`src/plrc_pkg.sv`:
```
// Package for the power loss restart control block.
// Assumes a 100 MHz control clock; the run wait and the tenth-second tick are converted to cycle counts here.
package plrc_pkg;
   // Restart mode codes
   localparam logic [2:0] MODE_TRIP_NOW = 3'h0;
   localparam logic [2:0] MODE_TRIP_AFTER = 3'h1;
   localparam logic [2:0] MODE_RIDE_THROUGH = 3'h3;
   localparam logic [2:0] MODE_SAVED_FREQ = 3'h4;
   localparam logic [2:0] MODE_START_FREQ = 3'h5;
   // Timing
   localparam int CLK_MHZ = 100;
   localparam int RUN_WAIT_MS = 2000;
   localparam int RUN_WAIT_CYC = RUN_WAIT_MS * CLK_MHZ * 1000;
   localparam int TENTH_S_CYC = CLK_MHZ * 100000;
   localparam int FREQ_W = 16;
   localparam int TIME_W = 9;
   localparam logic [FREQ_W-1:0] RIDE_STEP = 16'h0001;
   // Sequencer states, one-hot
   typedef enum logic [5:0] {
      PLRC_RUN = 6'h01,
      PLRC_RIDE = 6'h02,
      PLRC_OUTAGE = 6'h04,
      PLRC_READY = 6'h08,
      PLRC_TRIPPED = 6'h10,
      PLRC_IDLE = 6'h20
   } plrc_state_t;
   // Drive command out to the output stage
   typedef struct packed {
      logic enable;
      logic [FREQ_W-1:0] freq;
   } plrc_drive_t;
endpackage

```
`src/plrc_top.sv`:
```
// Restart sequencer deciding output stage action on DC link sag.
// Assumes monitor comparator inputs synchronous to REF_CLK; times in 0.1 s units.
// Behaviour
// - Mode 0 cuts output and raises undervoltage alarm at once on undervoltage.
// - Mode 1 cuts output on undervoltage without raising the alarm.
// - Mode 1 raises the alarm once supply returns and keeps the output off.
// - Mode 3 enters ride-through when the link falls below the ride-through level.
// - During ride-through the output frequency is lowered to regenerate energy.
// - Mode 3 stores the frequency and cuts output on undervoltage in ride-through.
// - Mode 4 stores the frequency and cuts output on undervoltage.
// - Modes 3 and 4 resume from the stored frequency when power and run return.
// - Mode 5 restarts from the starting frequency setting.
// - Modes 3, 4 and 5 restart by themselves on recovery given a run command.
// - After recovery the block waits two seconds for a run command, else cancels.
// - An outage longer than the allowable outage time becomes a normal start.
// - Restart is held off until the wait time since the failure has elapsed.
// - A coast stop during the outage abandons restart for a normal start.
`timescale 1ns/10ps
`default_nettype none
module plrc_top #(
   parameter int RUN_WAIT = plrc_pkg::RUN_WAIT_CYC,
   parameter int TENTH_S = plrc_pkg::TENTH_S_CYC
) (
   input wire logic REF_CLK,
   input wire logic RST_B,
   input wire logic [2:0] RESTART_MODE_SELECT,
   input wire logic [plrc_pkg::FREQ_W-1:0] STARTING_FREQUENCY_SETTING,
   input wire logic [plrc_pkg::FREQ_W-1:0] REF_FREQ,
   input wire logic [plrc_pkg::TIME_W-1:0] ALLOWABLE_OUTAGE_TIME,
   input wire logic [plrc_pkg::TIME_W-1:0] RESTART_WAIT_TIME,
   input wire logic DC_UNDERVOLT,
   input wire logic DC_BELOW_RIDE,
   input wire logic RUN_CMD,
   input wire logic COAST_STOP_COMMAND,
   output var plrc_pkg::plrc_drive_t DRIVE,
   output logic UV_ALARM,
   output logic RESTARTING
);
   plrc_pkg::plrc_state_t state, next_state;
   plrc_pkg::plrc_drive_t next_drive;
   logic [plrc_pkg::FREQ_W-1:0] saved_freq, next_saved_freq;
   logic [31:0] sub_cnt, next_sub_cnt, wait_cnt, next_wait_cnt;
   logic [plrc_pkg::TIME_W-1:0] tenths, next_tenths;
   logic next_uv_alarm, next_restarting, use_saved, next_use_saved;
   logic [2:0] mode;

   // Reserved codes fold onto immediate trip
   function automatic logic [2:0] plrc_fold(input logic [2:0] m);
      case (m)
         plrc_pkg::MODE_TRIP_AFTER, plrc_pkg::MODE_RIDE_THROUGH,
         plrc_pkg::MODE_SAVED_FREQ, plrc_pkg::MODE_START_FREQ: plrc_fold = m;
         default: plrc_fold = plrc_pkg::MODE_TRIP_NOW;
      endcase
   endfunction

   assign mode = plrc_fold(RESTART_MODE_SELECT);

   // Sequencer next state; elapsed outage counted in tenths of a second
   always_comb begin
      next_state = state;
      next_drive = DRIVE;
      next_saved_freq = saved_freq;
      next_uv_alarm = UV_ALARM;
      next_restarting = 1'b0;
      next_use_saved = use_saved;
      next_sub_cnt = 32'h0;
      next_tenths = tenths;
      next_wait_cnt = 32'h0;
      if (state == plrc_pkg::PLRC_OUTAGE || state == plrc_pkg::PLRC_READY) begin
         if (sub_cnt >= 32'(TENTH_S - 1)) begin
            if (tenths != {plrc_pkg::TIME_W{1'b1}}) begin
               next_tenths = tenths + 9'h001;
            end
         end else begin
            next_sub_cnt = sub_cnt + 32'h1;
         end
      end
      case (state)
         plrc_pkg::PLRC_IDLE: begin
            // Normal start from the live reference frequency REF_FREQ
            next_drive.enable = 1'b0;
            if (RUN_CMD && !DC_UNDERVOLT && !UV_ALARM) begin
               next_drive.enable = 1'b1;
               next_drive.freq = REF_FREQ;
               next_state = plrc_pkg::PLRC_RUN;
            end
            if (!RUN_CMD) begin
               next_uv_alarm = 1'b0;
            end
         end
         plrc_pkg::PLRC_RUN: begin
            next_drive.freq = REF_FREQ;
            if (!RUN_CMD) begin
               next_drive.enable = 1'b0;
               next_state = plrc_pkg::PLRC_IDLE;
            end else if (mode == plrc_pkg::MODE_RIDE_THROUGH && DC_BELOW_RIDE) begin
               next_state = plrc_pkg::PLRC_RIDE;
            end else if (DC_UNDERVOLT) begin
               next_drive.enable = 1'b0;
               next_saved_freq = DRIVE.freq;
               next_tenths = 9'h000;
               // Mode 3 lands here only if undervolt comes without below-ride; both at once go to ride
               next_use_saved = (mode == plrc_pkg::MODE_SAVED_FREQ)
                  || (mode == plrc_pkg::MODE_RIDE_THROUGH);
               if (mode == plrc_pkg::MODE_TRIP_NOW) begin
                  next_uv_alarm = 1'b1;
                  next_state = plrc_pkg::PLRC_TRIPPED;
               end else begin
                  next_state = plrc_pkg::PLRC_OUTAGE;
               end
            end
         end
         plrc_pkg::PLRC_RIDE: begin
            // Slowing the motor pushes inertia energy into the link
            if (DRIVE.freq > plrc_pkg::RIDE_STEP) begin
               next_drive.freq = DRIVE.freq - plrc_pkg::RIDE_STEP;
            end
            if (DC_UNDERVOLT) begin
               next_drive.enable = 1'b0;
               next_saved_freq = DRIVE.freq;
               next_use_saved = 1'b1;
               next_tenths = 9'h000;
               next_state = plrc_pkg::PLRC_OUTAGE;
            end else if (!DC_BELOW_RIDE) begin
               next_state = plrc_pkg::PLRC_RUN;
            end
         end
         plrc_pkg::PLRC_OUTAGE: begin
            if (COAST_STOP_COMMAND) begin
               next_state = plrc_pkg::PLRC_IDLE;
            end else if (tenths > ALLOWABLE_OUTAGE_TIME) begin
               next_state = plrc_pkg::PLRC_IDLE;
            end else if (!DC_UNDERVOLT) begin
               if (mode == plrc_pkg::MODE_TRIP_AFTER) begin
                  next_uv_alarm = 1'b1;
                  next_state = plrc_pkg::PLRC_TRIPPED;
               end else begin
                  next_state = plrc_pkg::PLRC_READY;
               end
            end
         end
         plrc_pkg::PLRC_READY: begin
            next_wait_cnt = wait_cnt + 32'h1;
            if (DC_UNDERVOLT) begin
               next_state = plrc_pkg::PLRC_OUTAGE;
            end else if (COAST_STOP_COMMAND || tenths > ALLOWABLE_OUTAGE_TIME) begin
               next_state = plrc_pkg::PLRC_IDLE;
            end else if (wait_cnt >= 32'(RUN_WAIT - 1) && !RUN_CMD) begin
               next_state = plrc_pkg::PLRC_IDLE;
            end else if (RUN_CMD && tenths >= RESTART_WAIT_TIME) begin
               // Automatic restart, run command and wait time elapsed
               next_drive.enable = 1'b1;
               next_drive.freq = use_saved ? saved_freq
                  : STARTING_FREQUENCY_SETTING;
               next_restarting = 1'b1;
               next_state = plrc_pkg::PLRC_RUN;
            end else if (wait_cnt >= 32'(RUN_WAIT - 1)) begin
               next_wait_cnt = wait_cnt; // Run held; only the wait time blocks
            end
         end
         plrc_pkg::PLRC_TRIPPED: begin
            // Alarm stays until run is released with good supply
            next_drive.enable = 1'b0;
            if (!RUN_CMD && !DC_UNDERVOLT) begin
               next_uv_alarm = 1'b0;
               next_state = plrc_pkg::PLRC_IDLE;
            end
         end
         default: begin
            next_drive.enable = 1'b0;
            next_state = plrc_pkg::PLRC_IDLE;
         end
      endcase
   end

   // Registers only
   always_ff @(posedge REF_CLK or negedge RST_B) begin
      if (!RST_B) begin
         state <= plrc_pkg::PLRC_IDLE;
         DRIVE <= '0;
         saved_freq <= 16'h0000;
         UV_ALARM <= 1'b0;
         RESTARTING <= 1'b0;
         use_saved <= 1'b0;
         sub_cnt <= 32'h0;
         tenths <= 9'h000;
         wait_cnt <= 32'h0;
      end else begin
         state <= next_state;
         DRIVE <= next_drive;
         saved_freq <= next_saved_freq;
         UV_ALARM <= next_uv_alarm;
         RESTARTING <= next_restarting;
         use_saved <= next_use_saved;
         sub_cnt <= next_sub_cnt;
         tenths <= next_tenths;
         wait_cnt <= next_wait_cnt;
      end
   end

   chk_trip_now_alarm: assert property (@(posedge REF_CLK) disable iff (!RST_B)
      state == plrc_pkg::PLRC_RUN && RUN_CMD && DC_UNDERVOLT && mode == 3'h0
      |=> UV_ALARM && !DRIVE.enable) else $error("mode 0 trip missed");
   chk_trip_after_quiet: assert property (@(posedge REF_CLK) disable iff (!RST_B)
      state == plrc_pkg::PLRC_RUN && RUN_CMD && DC_UNDERVOLT && mode == 3'h1 && !UV_ALARM
      |=> !UV_ALARM && !DRIVE.enable) else $error("mode 1 alarm early");
   chk_trip_after_alarm: assert property (@(posedge REF_CLK) disable iff (!RST_B)
      state == plrc_pkg::PLRC_OUTAGE && mode == 3'h1 && !DC_UNDERVOLT && !COAST_STOP_COMMAND
      && tenths <= ALLOWABLE_OUTAGE_TIME |=> UV_ALARM && !DRIVE.enable)
      else $error("mode 1 alarm missing");
   chk_ride_entry: assert property (@(posedge REF_CLK) disable iff (!RST_B)
      state == plrc_pkg::PLRC_RUN && RUN_CMD && DC_BELOW_RIDE && mode == 3'h3
      |=> state == plrc_pkg::PLRC_RIDE) else $error("ride entry missed");
   chk_ride_slows: assert property (@(posedge REF_CLK) disable iff (!RST_B)
      state == plrc_pkg::PLRC_RIDE && DRIVE.freq > 16'h0001
      |=> DRIVE.freq == $past(DRIVE.freq) - 16'h0001) else $error("ride not slowing");
   chk_ride_save: assert property (@(posedge REF_CLK) disable iff (!RST_B)
      state == plrc_pkg::PLRC_RIDE && DC_UNDERVOLT
      |=> saved_freq == $past(DRIVE.freq) && !DRIVE.enable) else $error("ride save");
   chk_saved_resume: assert property (@(posedge REF_CLK) disable iff (!RST_B)
      $rose(RESTARTING) && use_saved |-> DRIVE.freq == saved_freq && DRIVE.enable)
      else $error("resume freq wrong");
   chk_start_resume: assert property (@(posedge REF_CLK) disable iff (!RST_B)
      state == plrc_pkg::PLRC_READY && !use_saved ##1 RESTARTING
      |-> DRIVE.freq == $past(STARTING_FREQUENCY_SETTING)) else $error("start freq");
   chk_wait_hold: assert property (@(posedge REF_CLK) disable iff (!RST_B)
      RESTARTING |-> $past(tenths) >= $past(RESTART_WAIT_TIME))
      else $error("restart before wait");
   chk_coast_abandon: assert property (@(posedge REF_CLK) disable iff (!RST_B)
      state == plrc_pkg::PLRC_OUTAGE && COAST_STOP_COMMAND
      |=> state == plrc_pkg::PLRC_IDLE) else $error("coast not honoured");
endmodule
`default_nettype wire

```
`config.mk`:
```
export PLATFORM = sky130hd
export DESIGN_NAME = plrc_top
export DESIGN_NICKNAME = d
export VERILOG_FILES = /design/src/plrc_pkg.sv /design/src/plrc_top.sv
export SDC_FILE = /design/constraint.sdc
export NUM_CORES = 1
export LEC_CHECK = 0
export ABC_AREA = 0
export ABC_CLOCK_PERIOD_IN_PS = 3700
export BUFFER_PORTS_ARGS = -buffer_cell sky130_fd_sc_hd__buf_2
export CAP_MARGIN = 30
export CORE_ASPECT_RATIO = 1.4
export CORE_MARGIN = 5
export CORE_UTILIZATION = 45
export CTS_BUF_LIST = sky130_fd_sc_hd__clkbuf_4
export CTS_CLUSTER_DIAMETER = 80
export CTS_CLUSTER_SIZE = 30
export DETAILED_ROUTE_END_ITERATION = 10
export PLACE_DENSITY_LB_ADDON = 0.3
export SLEW_MARGIN = 10
export SYNTH_ARGS = -nofsm -noshare
export SYNTH_HDL_FRONTEND = slang
export SYNTH_SLANG_ARGS = --single-unit
```
`constraint.sdc`:
```
create_clock -name REF_CLK -period 3.7 [get_ports REF_CLK]
set_input_delay 0.37 -clock REF_CLK [delete_from_list [all_inputs] [get_ports REF_CLK]]
set_output_delay 0.37 -clock REF_CLK [all_outputs]
set_load 0.005 [all_outputs]
```
After elaboration in Yosys (flattened, before gate mapping) --
Index checks and enable logic that the tools add are counted.
Storage, ports and cells: flip-flop bits (word level) 115, latch bits 0, RAM bits 0, ROM bits 0, input port bits 59, output and inout port bits 19, word-level logic and storage cells 150, memories 0
Operators by class: add/subtract/negate cells 4, multipliers 0, div/mod/pow operators 0, magnitude comparators 5, eq/ne operators 37, shift operators 0, multiplexer cells 70, bitwise gates (word level) 1, reductions and logical operators 23
Operators with widths (count):
- two-way mux 32 bit | 8
- two-way mux 17 bit | 5
- two-way mux 6 bit | 14
- two-way mux 16 bit | 5
- adder 32 x 1 -> 32 bit (second input constant) | 2
- one-hot mux 16 bit (4 select lines) | 1
- two-way mux 9 bit | 6
- one-hot mux 6 bit (6 select lines) | 1
- greater-or-equal comparator 32 x 24 -> 1 bit (second input constant) | 1
- greater-or-equal comparator 32 x 28 -> 1 bit (second input constant) | 1
- one-hot mux 16 bit (2 select lines) | 1
- != test 2 bit (second input constant) | 15
- two-way mux 1 bit | 22
- one-hot mux 9 bit (2 select lines) | 1
- greater-than comparator 16 x 1 -> 1 bit (second input constant) | 1
- subtractor 16 x 1 -> 16 bit (second input constant) | 1
- AND reduction 6 bit | 2
- AND reduction 11 bit | 1
- two-way mux 5 bit | 2
- adder 9 x 1 -> 9 bit (second input constant) | 1
- equality test 3 bit (second input constant) | 3
- greater-or-equal comparator 9 bit | 1
- greater-than comparator 9 bit | 1
- != test 9 bit (second input constant) | 1
- 29 further kinds | 43

Depth between registers and ports, before layout --
Gate-level depths: netlist of the first run.
depth in word-level cells 9, mapped depth 11, depth with buffers taken out 9

Worst setup path before layout of the first run --
No wires, ideal clock.
kind register to register, start point reg tenths[0] in the netlist's numbering, end point reg DRIVE[4] in the netlist's numbering, library setup time 128 ps, data arrival time 2577 ps, data required time 3572 ps, path slack 996 ps, stages on the path, launching flop included 11, path buffers 1, period minus slack after synthesis 2704 ps, cell sequence dfrtp_1 -> inv_1 -> ha_1 -> nand2b_4 -> a211o_1 -> a2111oi_4 -> nor2_1 -> a31oi_1 -> or2_1 -> buf_2 -> mux2_1
Between the ends: longest elaborated chain between the ends 4, elaborated cells on any way between the ends 7, those cells by class 2 x order compare; 2 x eq/ne; 3 x reduce/logical
Ends and longest elaborated chain:
- start: declaration | line plrc_top.sv:43 | logic [plrc_pkg::TIME_W-1:0] tenths, next_tenths;
- start signal: assignment | line plrc_top.sv:196 | tenths <= next_tenths;
- greater-or-equal comparator 9 bit or greater-than comparator 9 bit (tied branches) | line plrc_top.sv:150, plrc_top.sv:146
- logical AND 1 bit or logical OR 1 bit (tied branches) | line plrc_top.sv:150, plrc_top.sv:146
- != test 2 x 1 -> 1 bit (no line) or != test 2 bit (tied branches)
- AND reduction 7 bit (no line) (*)
- end signal: assignment | line plrc_top.sv:190 | DRIVE <= next_drive;
- end: declaration | line plrc_top.sv:35 | output var plrc_pkg::plrc_drive_t DRIVE,
Every way passes the cells marked *; elsewhere a longest branch is shown, timed or not. A chain may end at the register's enable or synchronous reset.

Worst setup path after layout of the first run --
start point reg tenths[0] in the netlist's numbering, end point reg DRIVE[5] in the netlist's numbering
The elaborated chain is that of the path after synthesis.

==> results of run 1 <==
[registers in the layout (all words and copies together), names as in the netlist]
register	cells
wait_cnt	32
sub_cnt	32
use_saved	1
tenths	9
saved_freq	16
DRIVE	17
state	6
RESTARTING	1
UV_ALARM	1
[timing repair]
action | 4_1_cts | 5_1_grt
endpoints found under the hold margin | 65 | 0
endpoints found under the setup margin | 0 | 0
hold buffers | 1 | 0
[power by group through the flow]
stage	Sequential, mW	Combinational, mW	Clock, mW
floorplan	1.60	0.964	0
global placement	1.70	1.25	0
detailed placement	1.71	1.26	0
CTS	1.68	1.27	0.900
global route	1.72	1.44	0.947
finish	1.69	1.28	0.867
[routing by layer]
metal	global-route usage, %	routed length, um
met5	0	0
met4	10.9	673
met3	4.33	809
met2	35.1	9450
met1	24.6	7320
[cells by family after synthesis]
kind of cell               Yosys count  synth area share [%]
buffers and inverters               66                  4.42
AOI/OAI and AO/OA                  180                  17.9
and+or+nand+nor                    350                  25.2
adders and majority gates           23                  4.15
DFF                                115                  41.5
xor gates and xnor gates            29                  3.66
other                                1                0.0541
muxes                               21                  3.10
[through the flow]
step / std cells / cell area, um^2 / hold WS, ns / setup slack [ns] / total power, mW
after floorplan: 792 / 6960 / 0.0744 / 0.996 / 2.56
after CTS: 1069 / 7780 / 0.0247 / 0.754 / 3.86
after detailed placement: 1036 / 7500 / 0.462 / 0.753 / 2.97
after global placement: 1036 / 7500 / 0.453 / 0.791 / 2.95
final: 1071 / 7810 / 0.0942 / 0.752 / 3.83
after global routing: 1071 / 7810 / 0.0701 / 0.568 / 4.11
[worst reg2reg max path, cell delays in order (launching register included)]
cell and delay [ns]:
dfrtp_1 0.44, inv_1 0.10, ha_1 0.28, nand2b_4 0.13, a211o_1 0.32, a2111oi_4 0.41, nor2_1 0.12, a31oi_1 0.28
or2_1 0.42, mux2_1 0.37
[worst paths after layout]
check / from / to / slack, ns / depth (start not counted)
min in group asynchronous: RST_B / wait_cnt[3] / 0.18 / 2
max in group asynchronous: RST_B / tenths[5] / 2.69 / 4
max reg2reg: tenths[0] / DRIVE[5] / 0.75 / 9
min: DC_BELOW_RIDE / state[1] / 0.09 / 3
max: tenths[0] / DRIVE[5] / 0.75 / 9
min reg2reg: saved_freq[6] / saved_freq[6] / 0.49 / 2
[cell type report]
cell class	count	area, um^2	share of cell area, %
clock inverters	15	134	1.72
diodes	1	2.50	0.0321
inverters	27	101	1.30
repair buffers	93	543	6.96
flip-flops and latches	115	2880	36.9
clock buffers	17	128	1.63
well taps	192	240	3.08
multi-input cells	611	3780	48.4
[cells in the final DEF (no fill, tap or decap), types with 5 or more instances in the layout]
cell type,count
o211ai_1,7
a21oi_2,9
clkinv_4,5
nor2_1,92
or4_1,24
and3_1,13
or3_1,11
o21ai_1,27
clkbuf_4,17
a211oi_1,5
inv_1,27
xor2_1,17
o22ai_1,6
mux2i_1,17
dfrtp_1,114
buf_4,14
nand2_1,108
conb_1,8
buf_2,76
nor4_1,9
nand4_1,15
a21oi_1,38
nor3_1,13
o21ai_0,17
a221oi_1,5
o31ai_1,25
ha_1,23
nand3_1,33
xnor2_1,12
==> results.sh, run 1 <==
export IMPL_power_density_nw_per_um2=490
export IMPL_grt_pass1_vias=6075
export IMPL_critPathCaptureType="flip-flop"
export IMPL_tns_ns=0
export IMPL_grtUsageTotal_pct=20.8
export IMPL_max_slew_margin_pct=37.1
export IMPL_pwr_share_comb_pct=33.3
export IMPL_hp_class="in2reg"
export IMPL_num_vias=6235
export IMPL_antenna_found_initial=1
export IMPL_slowest_delay_ns=0.44
export IMPL_swShare_pct=39.5
export IMPL_root_buffer="clkbuf_4"
export IMPL_power_leakage_nw=3.52
export IMPL_drive_gt1_share_pct=17.9
export IMPL_drc=0
export IMPL_initial_core_util_pct=46.1
export IMPL_period_share_pct=79.7
export IMPL_cp_top_family="compound AO/OA/AOI/OAI gates"
export IMPL_dieArea_um2=18000
export IMPL_area_growth_pct=12.6
export IMPL_grt_pass1_wl_um=29800
export IMPL_core_um2=15100
export IMPL_power_switching_mw=1.51
export IMPL_path_clk_slew_ns=0.12
export IMPL_avgSynthCellArea_um2=8.83
export IMPL_first_pass_iters=5
export IMPL_post_drt_wl_per_cell_um=17.0
export IMPL_slew_viol_final=0
export IMPL_synth_top_cell_by_area="dfrtp_1"
export IMPL_status="complete, no violations"
export IMPL_path_max_fanout=11
export IMPL_cap_viol_max_count=0
export IMPL_ys_types=75
export IMPL_power_frac_clock_pct=22.6
export IMPL_async_flop_share_pct=100
export IMPL_clkLatencyLatePin_ns=0.55
export IMPL_yosysMostFrequentCell="dfrtp_1"
export IMPL_synthFlopType="dfrtp_1"
export IMPL_port_buffer_count=77
export IMPL_max_freq_mhz=339
export IMPL_arrival_ns=3.40
export IMPL_yosys_top_cells_area="dfrtp_1 (41%), nand2_1 (5.8%), nor2_1 (5.0%), ha_1 (4.2%), a21oi_1 (2.7%)"
export IMPL_ys_top_cells_by_count="dfrtp_1 (114), nand2_1 (108), nor2_1 (92), a21oi_1 (38), nand3_1 (33)"
export IMPL_core_rowCount=53
export IMPL_worstPathRequired_ns=4.15
export IMPL_post_cts_buffers=0
export IMPL_ys_seq_elements=115
export IMPL_internal_power_mw=2.31
export IMPL_gp_congestion=0.876
export IMPL_ant_nets=0
export IMPL_ys_warn_count=0
export IMPL_drtIter0Drc=471
export IMPL_synth_top_area_share_pct=41.1
export IMPL_crit_slowest_cell="dfrtp_1"
export IMPL_die_x_um=115
export IMPL_fp_dieH_um=157
export IMPL_post_route_min_period_ns=2.95
export IMPL_io_pins=78
export IMPL_vias_per_cell=5.82
export IMPL_worst_pin_slew_ns=0.943
export IMPL_path_buf_inv=1
export IMPL_hold_violations=0
export IMPL_cts_htree_levels=4
export IMPL_gr_total_overflow=0
export IMPL_cp_cell_sequence="inv_1, ha_1, nand2b_4, a211o_1, a2111oi_4, nor2_1, a31oi_1, or2_1, mux2_1"
export IMPL_grt_setup_unrepaired="no"
export IMPL_nNetsFinal=947
export IMPL_grt_max_degree=69
export IMPL_ys_seq_area_share_pct=41.5
export IMPL_syn_area_um2=6930
export IMPL_critPathKind="reg2reg"
export IMPL_synth_edf_count=0
export IMPL_skew_ns=0.0204
export IMPL_hpwl_um=13100
export IMPL_cts_resized_gates=0
export IMPL_setup_viol=0
export IMPL_cts_tree="yes"
export IMPL_cts_sinks=115
export IMPL_syn_inst=785
export IMPL_startpoint_type="flip-flop"
export IMPL_fillers=1430
export IMPL_cts_buffers=17
export IMPL_seqPwrFrac_pct=44.0
export IMPL_final_util_pct=51.9
export IMPL_peakVddDrop_mv=0.237
export IMPL_cts_buffer_depth=2
export IMPL_wl_um=18300
No activity file was read; power rests on OpenSTA's default activity.
==> run 2, diff against run 1 <==
- ABC_CLOCK_PERIOD_IN_PS: 3700 -> 2900
- clock period: 3.7 -> 2.9 ns (I/O delays scaled with it)
==> run 2 against run 1 <==
- clock skew decreased by 0.0032 ns
- sequential cell count is the same
- count of clock-buffer cells in the layout increased by 6
- register-to-register slack got worse by 0.58 ns
- non-clock buffer count up 14
- global-route usage up 0.53 points
- maximum frequency grew 7.9%
- power up 28%
- die area did not move
- critical endpoint is now wait_cnt[21]
- largest cell class unchanged
==> results.sh, run 2 (same netlist as run 1, synthesis figures left out) <==
export IMPL_status="complete, no violations"
export IMPL_fillers=1408
export IMPL_io_pins=78
export IMPL_drtIter0Drc=388
export IMPL_max_slew_margin_pct=47.1
export IMPL_tns_ns=0
export IMPL_cts_tree="yes"
export IMPL_hold_violations=0
export IMPL_worstPathRequired_ns=3.36
export IMPL_skew_ns=0.0171
export IMPL_grt_pass1_vias=6278
export IMPL_rr_startpoint="tenths[5]"
export IMPL_grt_max_degree=60
export IMPL_top_regs="sub_cnt (32), wait_cnt (32), DRIVE (17)"
export IMPL_slew_viol_final=0
export IMPL_path_max_fanout=46
export IMPL_gr_total_overflow=0
export IMPL_post_drt_wl_per_cell_um=17.1
export IMPL_grt_setup_unrepaired="no"
export IMPL_grtUsageTotal_pct=21.3
export IMPL_mostFrequentLayoutCells="dfrtp_1 (114), nand2_1 (108), nor2_1 (92), buf_2 (76), a21oi_1 (38)"
export IMPL_num_vias=6281
export IMPL_nNetsFinal=961
export IMPL_min_path_cells=3
export IMPL_initial_core_util_pct=46.1
export IMPL_root_buffer="clkbuf_4"
export IMPL_vias_per_cell=5.79
export IMPL_drc=0
export IMPL_ant_nets=0
export IMPL_core_um2=15100
export IMPL_worst_pin_slew_ns=0.793
export IMPL_cap_viol_max_count=0
export IMPL_port_buffer_count=77
export IMPL_area_growth_pct=13.8
export IMPL_drive_gt1_share_pct=18.5
export IMPL_cts_buffers=17
export IMPL_cts_buffer_depth=2
export IMPL_antenna_found_initial=2
export IMPL_post_route_min_period_ns=2.73
export IMPL_dp_worst_setup_slack_ns=0.132
export IMPL_path_clk_slew_ns=0.10
export IMPL_hp_class="in2reg"
export IMPL_setup_ws_ns=0.168
export IMPL_period_share_pct=94.2
export IMPL_worstSetupStartpoint="tenths[5]"
export IMPL_peakVddDrop_mv=0.317
export IMPL_dieArea_um2=18000
export IMPL_core_rowCount=53
export IMPL_final_common_cell="dfrtp_1"
export IMPL_post_dp_cell_area_um2=7610
export IMPL_critPathKind="reg2reg"
export IMPL_max_freq_mhz=366
export IMPL_hp_start="REF_FREQ[8]"
export IMPL_cts_htree_levels=4
export IMPL_die_x_um=115
export IMPL_grt_pass1_wl_um=30600
export IMPL_critPathCaptureType="flip-flop"
export IMPL_fp_dieH_um=157
export IMPL_wl_um=18500
export IMPL_power_density_nw_per_um2=621
export IMPL_post_route_cell_area_um2=7890
export IMPL_cts_sinks=115
export IMPL_power_leakage_nw=3.58
export IMPL_clkLatencyLatePin_ns=0.54
export IMPL_rr_worst_depth=9
export IMPL_first_pass_iters=9
export IMPL_setup_viol=0
export IMPL_gp_congestion=0.941
export IMPL_startpoint_type="flip-flop"
export IMPL_arrival_ns=3.19
export IMPL_hpwl_um=13600
run 2: cell types whose count changed in the layout (fill, tap and decap cells not counted), moves of 2 or more:
| cell | change |
|---|---|
| clkinv_4 | -5 |
| clkinvlp_4 | -2 |
| clkbuf_4 | +6 |
| inv_6 | -3 |
| clkinv_1 | +4 |
| dlygate4sd3_1 | +3 |
| buf_4 | +11 |
run 2: worst paths after layout:
path / slack, ns / endpoint
min: 0.06 / DRIVE[8]
max in group asynchronous: 1.77 / wait_cnt[29]
max: 0.17 / wait_cnt[21]
max reg2reg: 0.17 / wait_cnt[21]
min in group asynchronous: 0.38 / tenths[7]
min reg2reg: 0.48 / saved_freq[13]
run 2: worst max-delay path, cell delays in order (launching register included):
cell and delay, ns:
dfrtp_1 0.44, ha_1 0.32, nand3_1 0.10, or2_1 0.26, o31ai_1 0.31, o22a_2 0.28, nor4_4 0.08, buf_12 0.18
or4_1 0.53, a21oi_2 0.15
run 2: report_power, final:
part | switching [mW] | internal, mW | total (mW)
Combinational | 0.992 | 0.766 | 1.76
Clock | 0.575 | 0.464 | 1.04
Sequential | 0.282 | 1.82 | 2.11
run 2: cell type report:
type                            instances  area (um^2)  area share (%)
Multi-Input combinational cell        611         3780            47.9
Sequential cell                       115         2880            36.5
Timing Repair Buffer                  107          648            8.22
Tap cell                              192          240            3.05
Clock buffer                           23          173            2.19
Inverter                               27          101            1.28
Clock inverter                          9         63.8           0.809
Antenna cell                            1         2.50          0.0317
run 2: metrics by stage:
stage | std cells | power [mW] | hold slack, ns | util (%)
after floorplan | 792 | 3.27 | -0.00559 | -
after global placement | 1048 | 3.83 | 0.425 | 50.5
after detailed placement | 1048 | 3.86 | 0.425 | 50.5
after CTS | 1084 | 4.92 | 0.00308 | 52.4
after global routing | 1085 | 5.25 | 0.0275 | 52.4
final | 1085 | 4.90 | 0.0571 | 52.4
run 2: routing by layer:
| metal | wire, um | track usage, % | vias up |
|---|---|---|---|
| li1 | - | - | 3049 |
| met3 | 790 | 4.56 | 48 |
| met4 | 619 | 10.6 | 2 |
| met5 | 11 | 0 | - |
| met1 | 7380 | 24.4 | 3037 |
| met2 | 9720 | 37.1 | 145 |
run 2: timing repair:
action / 4_1_cts / 5_1_grt
endpoints found under the setup margin: 0 / 2
setup buffers: 0 / 0
hold buffers: 4 / 0
endpoints found under the hold margin: 60 / 0
resized for setup: 0 / 1
==> run 3, diff against run 2 <==
- BUFFER_PORTS_ARGS: -buffer_cell sky130_fd_sc_hd__buf_2 -> default
- DONT_BUFFER_PORTS: default -> 1
==> run 3 against run 2 <==
- wire length decreased by 0.20%
- power decreased by 4.0%
- sequential cell count unchanged
- clock power decreased by 15%
- hold slack improved by 0.0057 ns
- register-to-register slack about the same
- critical endpoint is now wait_cnt[15]
==> results.sh, run 3 (same netlist as run 1, synthesis figures left out) <==
export IMPL_status="complete, no violations"
export IMPL_wl_um=18500
export IMPL_hp_class="in2reg"
export IMPL_seqPwrFrac_pct=44.7
export IMPL_cts_buffer_depth=2
export IMPL_drtIter0Drc=498
export IMPL_post_drt_wl_per_cell_um=18.0
export IMPL_cts_buffers=17
export IMPL_nNetsFinal=901
export IMPL_vias_per_cell=6.07
export IMPL_path_max_fanout=46
export IMPL_worstPathRequired_ns=3.33
export IMPL_peakVddDrop_mv=0.207
export IMPL_swShare_pct=39.0
export IMPL_drive_gt1_share_pct=9.99
export IMPL_pwr_share_comb_pct=36.5
export IMPL_slowest_delay_ns=0.51
export IMPL_setup_viol=0
export IMPL_path_clk_slew_ns=0.09
export IMPL_critPathCaptureType="flip-flop"
export IMPL_gp_congestion=0.941
export IMPL_final_common_cell="dfrtp_1"
export IMPL_cap_viol_max_count=0
export IMPL_crit_slowest_cell="or4_1"
export IMPL_grtUsageTotal_pct=21.0
export IMPL_grt_max_degree=116
export IMPL_mostFrequentLayoutCells="dfrtp_1 (114), nand2_1 (108), nor2_1 (92), a21oi_1 (38), nand3_1 (33)"
export IMPL_fp_dieH_um=157
export IMPL_post_route_min_period_ns=2.72
export IMPL_post_cts_buffers=0
export IMPL_max_freq_mhz=368
export IMPL_die_x_um=115
export IMPL_max_slew_margin_pct=56.7
export IMPL_period_share_pct=93.7
export IMPL_grt_pass1_wl_um=30200
export IMPL_root_buffer="clkbuf_4"
export IMPL_top_regs="sub_cnt (32), wait_cnt (32), DRIVE (17)"
export IMPL_power_switching_mw=1.84
export IMPL_num_vias=6219
export IMPL_ant_nets=0
export IMPL_arrival_ns=3.15
export IMPL_skew_ns=0.0130
export IMPL_dieArea_um2=18000
export IMPL_cts_htree_levels=4
export IMPL_initial_core_util_pct=46.1
export IMPL_hpwl_um=13400
export IMPL_cts_sinks=115
export IMPL_hold_violations=0
export IMPL_area_growth_pct=10.1
export IMPL_power_frac_clock_pct=18.8
export IMPL_clkLatencyLatePin_ns=0.52
export IMPL_grt_setup_unrepaired="no"
export IMPL_cts_tree="yes"
export IMPL_worst_pin_slew_ns=0.650
export IMPL_antenna_found_initial=2
export IMPL_port_buffer_count=0
export IMPL_cp_cell_sequence="ha_1, nand3_1, or2_1, o31ai_1, o22a_2, nor4_4, buf_12, or4_1, a21oi_1"
export IMPL_internal_power_mw=2.87
export IMPL_startpoint_type="flip-flop"
export IMPL_power_density_nw_per_um2=617
export IMPL_drc=0
export IMPL_tns_ns=0
export IMPL_grt_pass1_vias=6162
export IMPL_critPathKind="reg2reg"
export IMPL_gr_total_overflow=0
export IMPL_first_pass_iters=6
export IMPL_io_pins=78
export IMPL_total_power_mw=4.71
export IMPL_power_leakage_nw=3.30
export IMPL_core_rowCount=53
export IMPL_slew_viol_final=0
export IMPL_core_um2=15100
## run 3: changes by cell type in the layout (fill, tap and decap cells not counted), sizes merged
cell,previous run,this run
clkinv,8,12
buf,103,27
clkbuf,23,19
bufinv,1,0
diode,1,2
dlygate4sd3,4,20
## run 3: timing repair
item	in CTS	in global routing
hold buffers	21	0
gates resized for setup	0	0
hold endpoints to repair	136	0
## run 3: final cells by class
type | count | area (um^2)
Fill cell | 1419 | 7420
Multi-Input combinational cell | 611 | 3780
Sequential cell | 115 | 2880
Timing Repair Buffer | 47 | 435
Tap cell | 192 | 240
Clock buffer | 19 | 143
Inverter | 27 | 101
Clock inverter | 12 | 48.8
Antenna cell | 2 | 5.00
## run 3: path summary, 6_finish.rpt
kind / from / to / slack, ns / cells past startpoint
max reg2reg: tenths[3] / wait_cnt[15] / 0.18 / 9
max: tenths[3] / wait_cnt[15] / 0.18 / 9
min: RESTART_MODE_SELECT[2] / use_saved / 0.06 / 3
min reg2reg: saved_freq[11] / saved_freq[11] / 0.48 / 2
min in group asynchronous: RST_B / wait_cnt[24] / 0.31 / 2
max in group asynchronous: RST_B / sub_cnt[19] / 2.03 / 2
## run 3: worst max-delay path: cells and delay by family (launching register included)
| kind | cells | cell delay, ns |
|---|---|---|
| fa+ha+maj | 1 | 0.31 |
| compound gates | 3 | 0.76 |
| flops | 1 | 0.45 |
| simple gates | 4 | 0.91 |
| buf+inv | 1 | 0.18 |
## run 3: through the flow
stage	worst slack, ns	util, %	std cells	hold slack [ns]	cell area (um^2)
finish	0.181	50.7	1025	0.0628	7630
global route	0.0199	50.7	1025	0.0389	7630
CTS	0.176	50.7	1023	0.0128	7630
detailed placement	0.213	47.9	971	0.0000138	7210
global placement	0.250	47.9	971	0.000702	7210
floorplan	0.196	-	792	-0.00559	6960
## run 3: power by group through the flow
stage               clock network [mW]  registers (mW)  logic (mW)
floorplan                            0            2.04        1.23
global placement                     0            2.12        1.58
detailed placement                   0            2.14        1.63
CTS                              0.927            2.11        1.70
global route                     0.993            2.14        1.90
finish                           0.886            2.10        1.72
## run 3: per-layer routing
layer  wire length (um)  vias up  global-route usage [%]  share of wire (%)
li1                   -     2923                       -                  -
met1               6960     3028                    23.2                 38
met2               9460      200                    36.3                 51
met3               1230       66                    6.19                6.6
met4                830        2                    10.9                4.5
met5                  7        -                       0              0.038
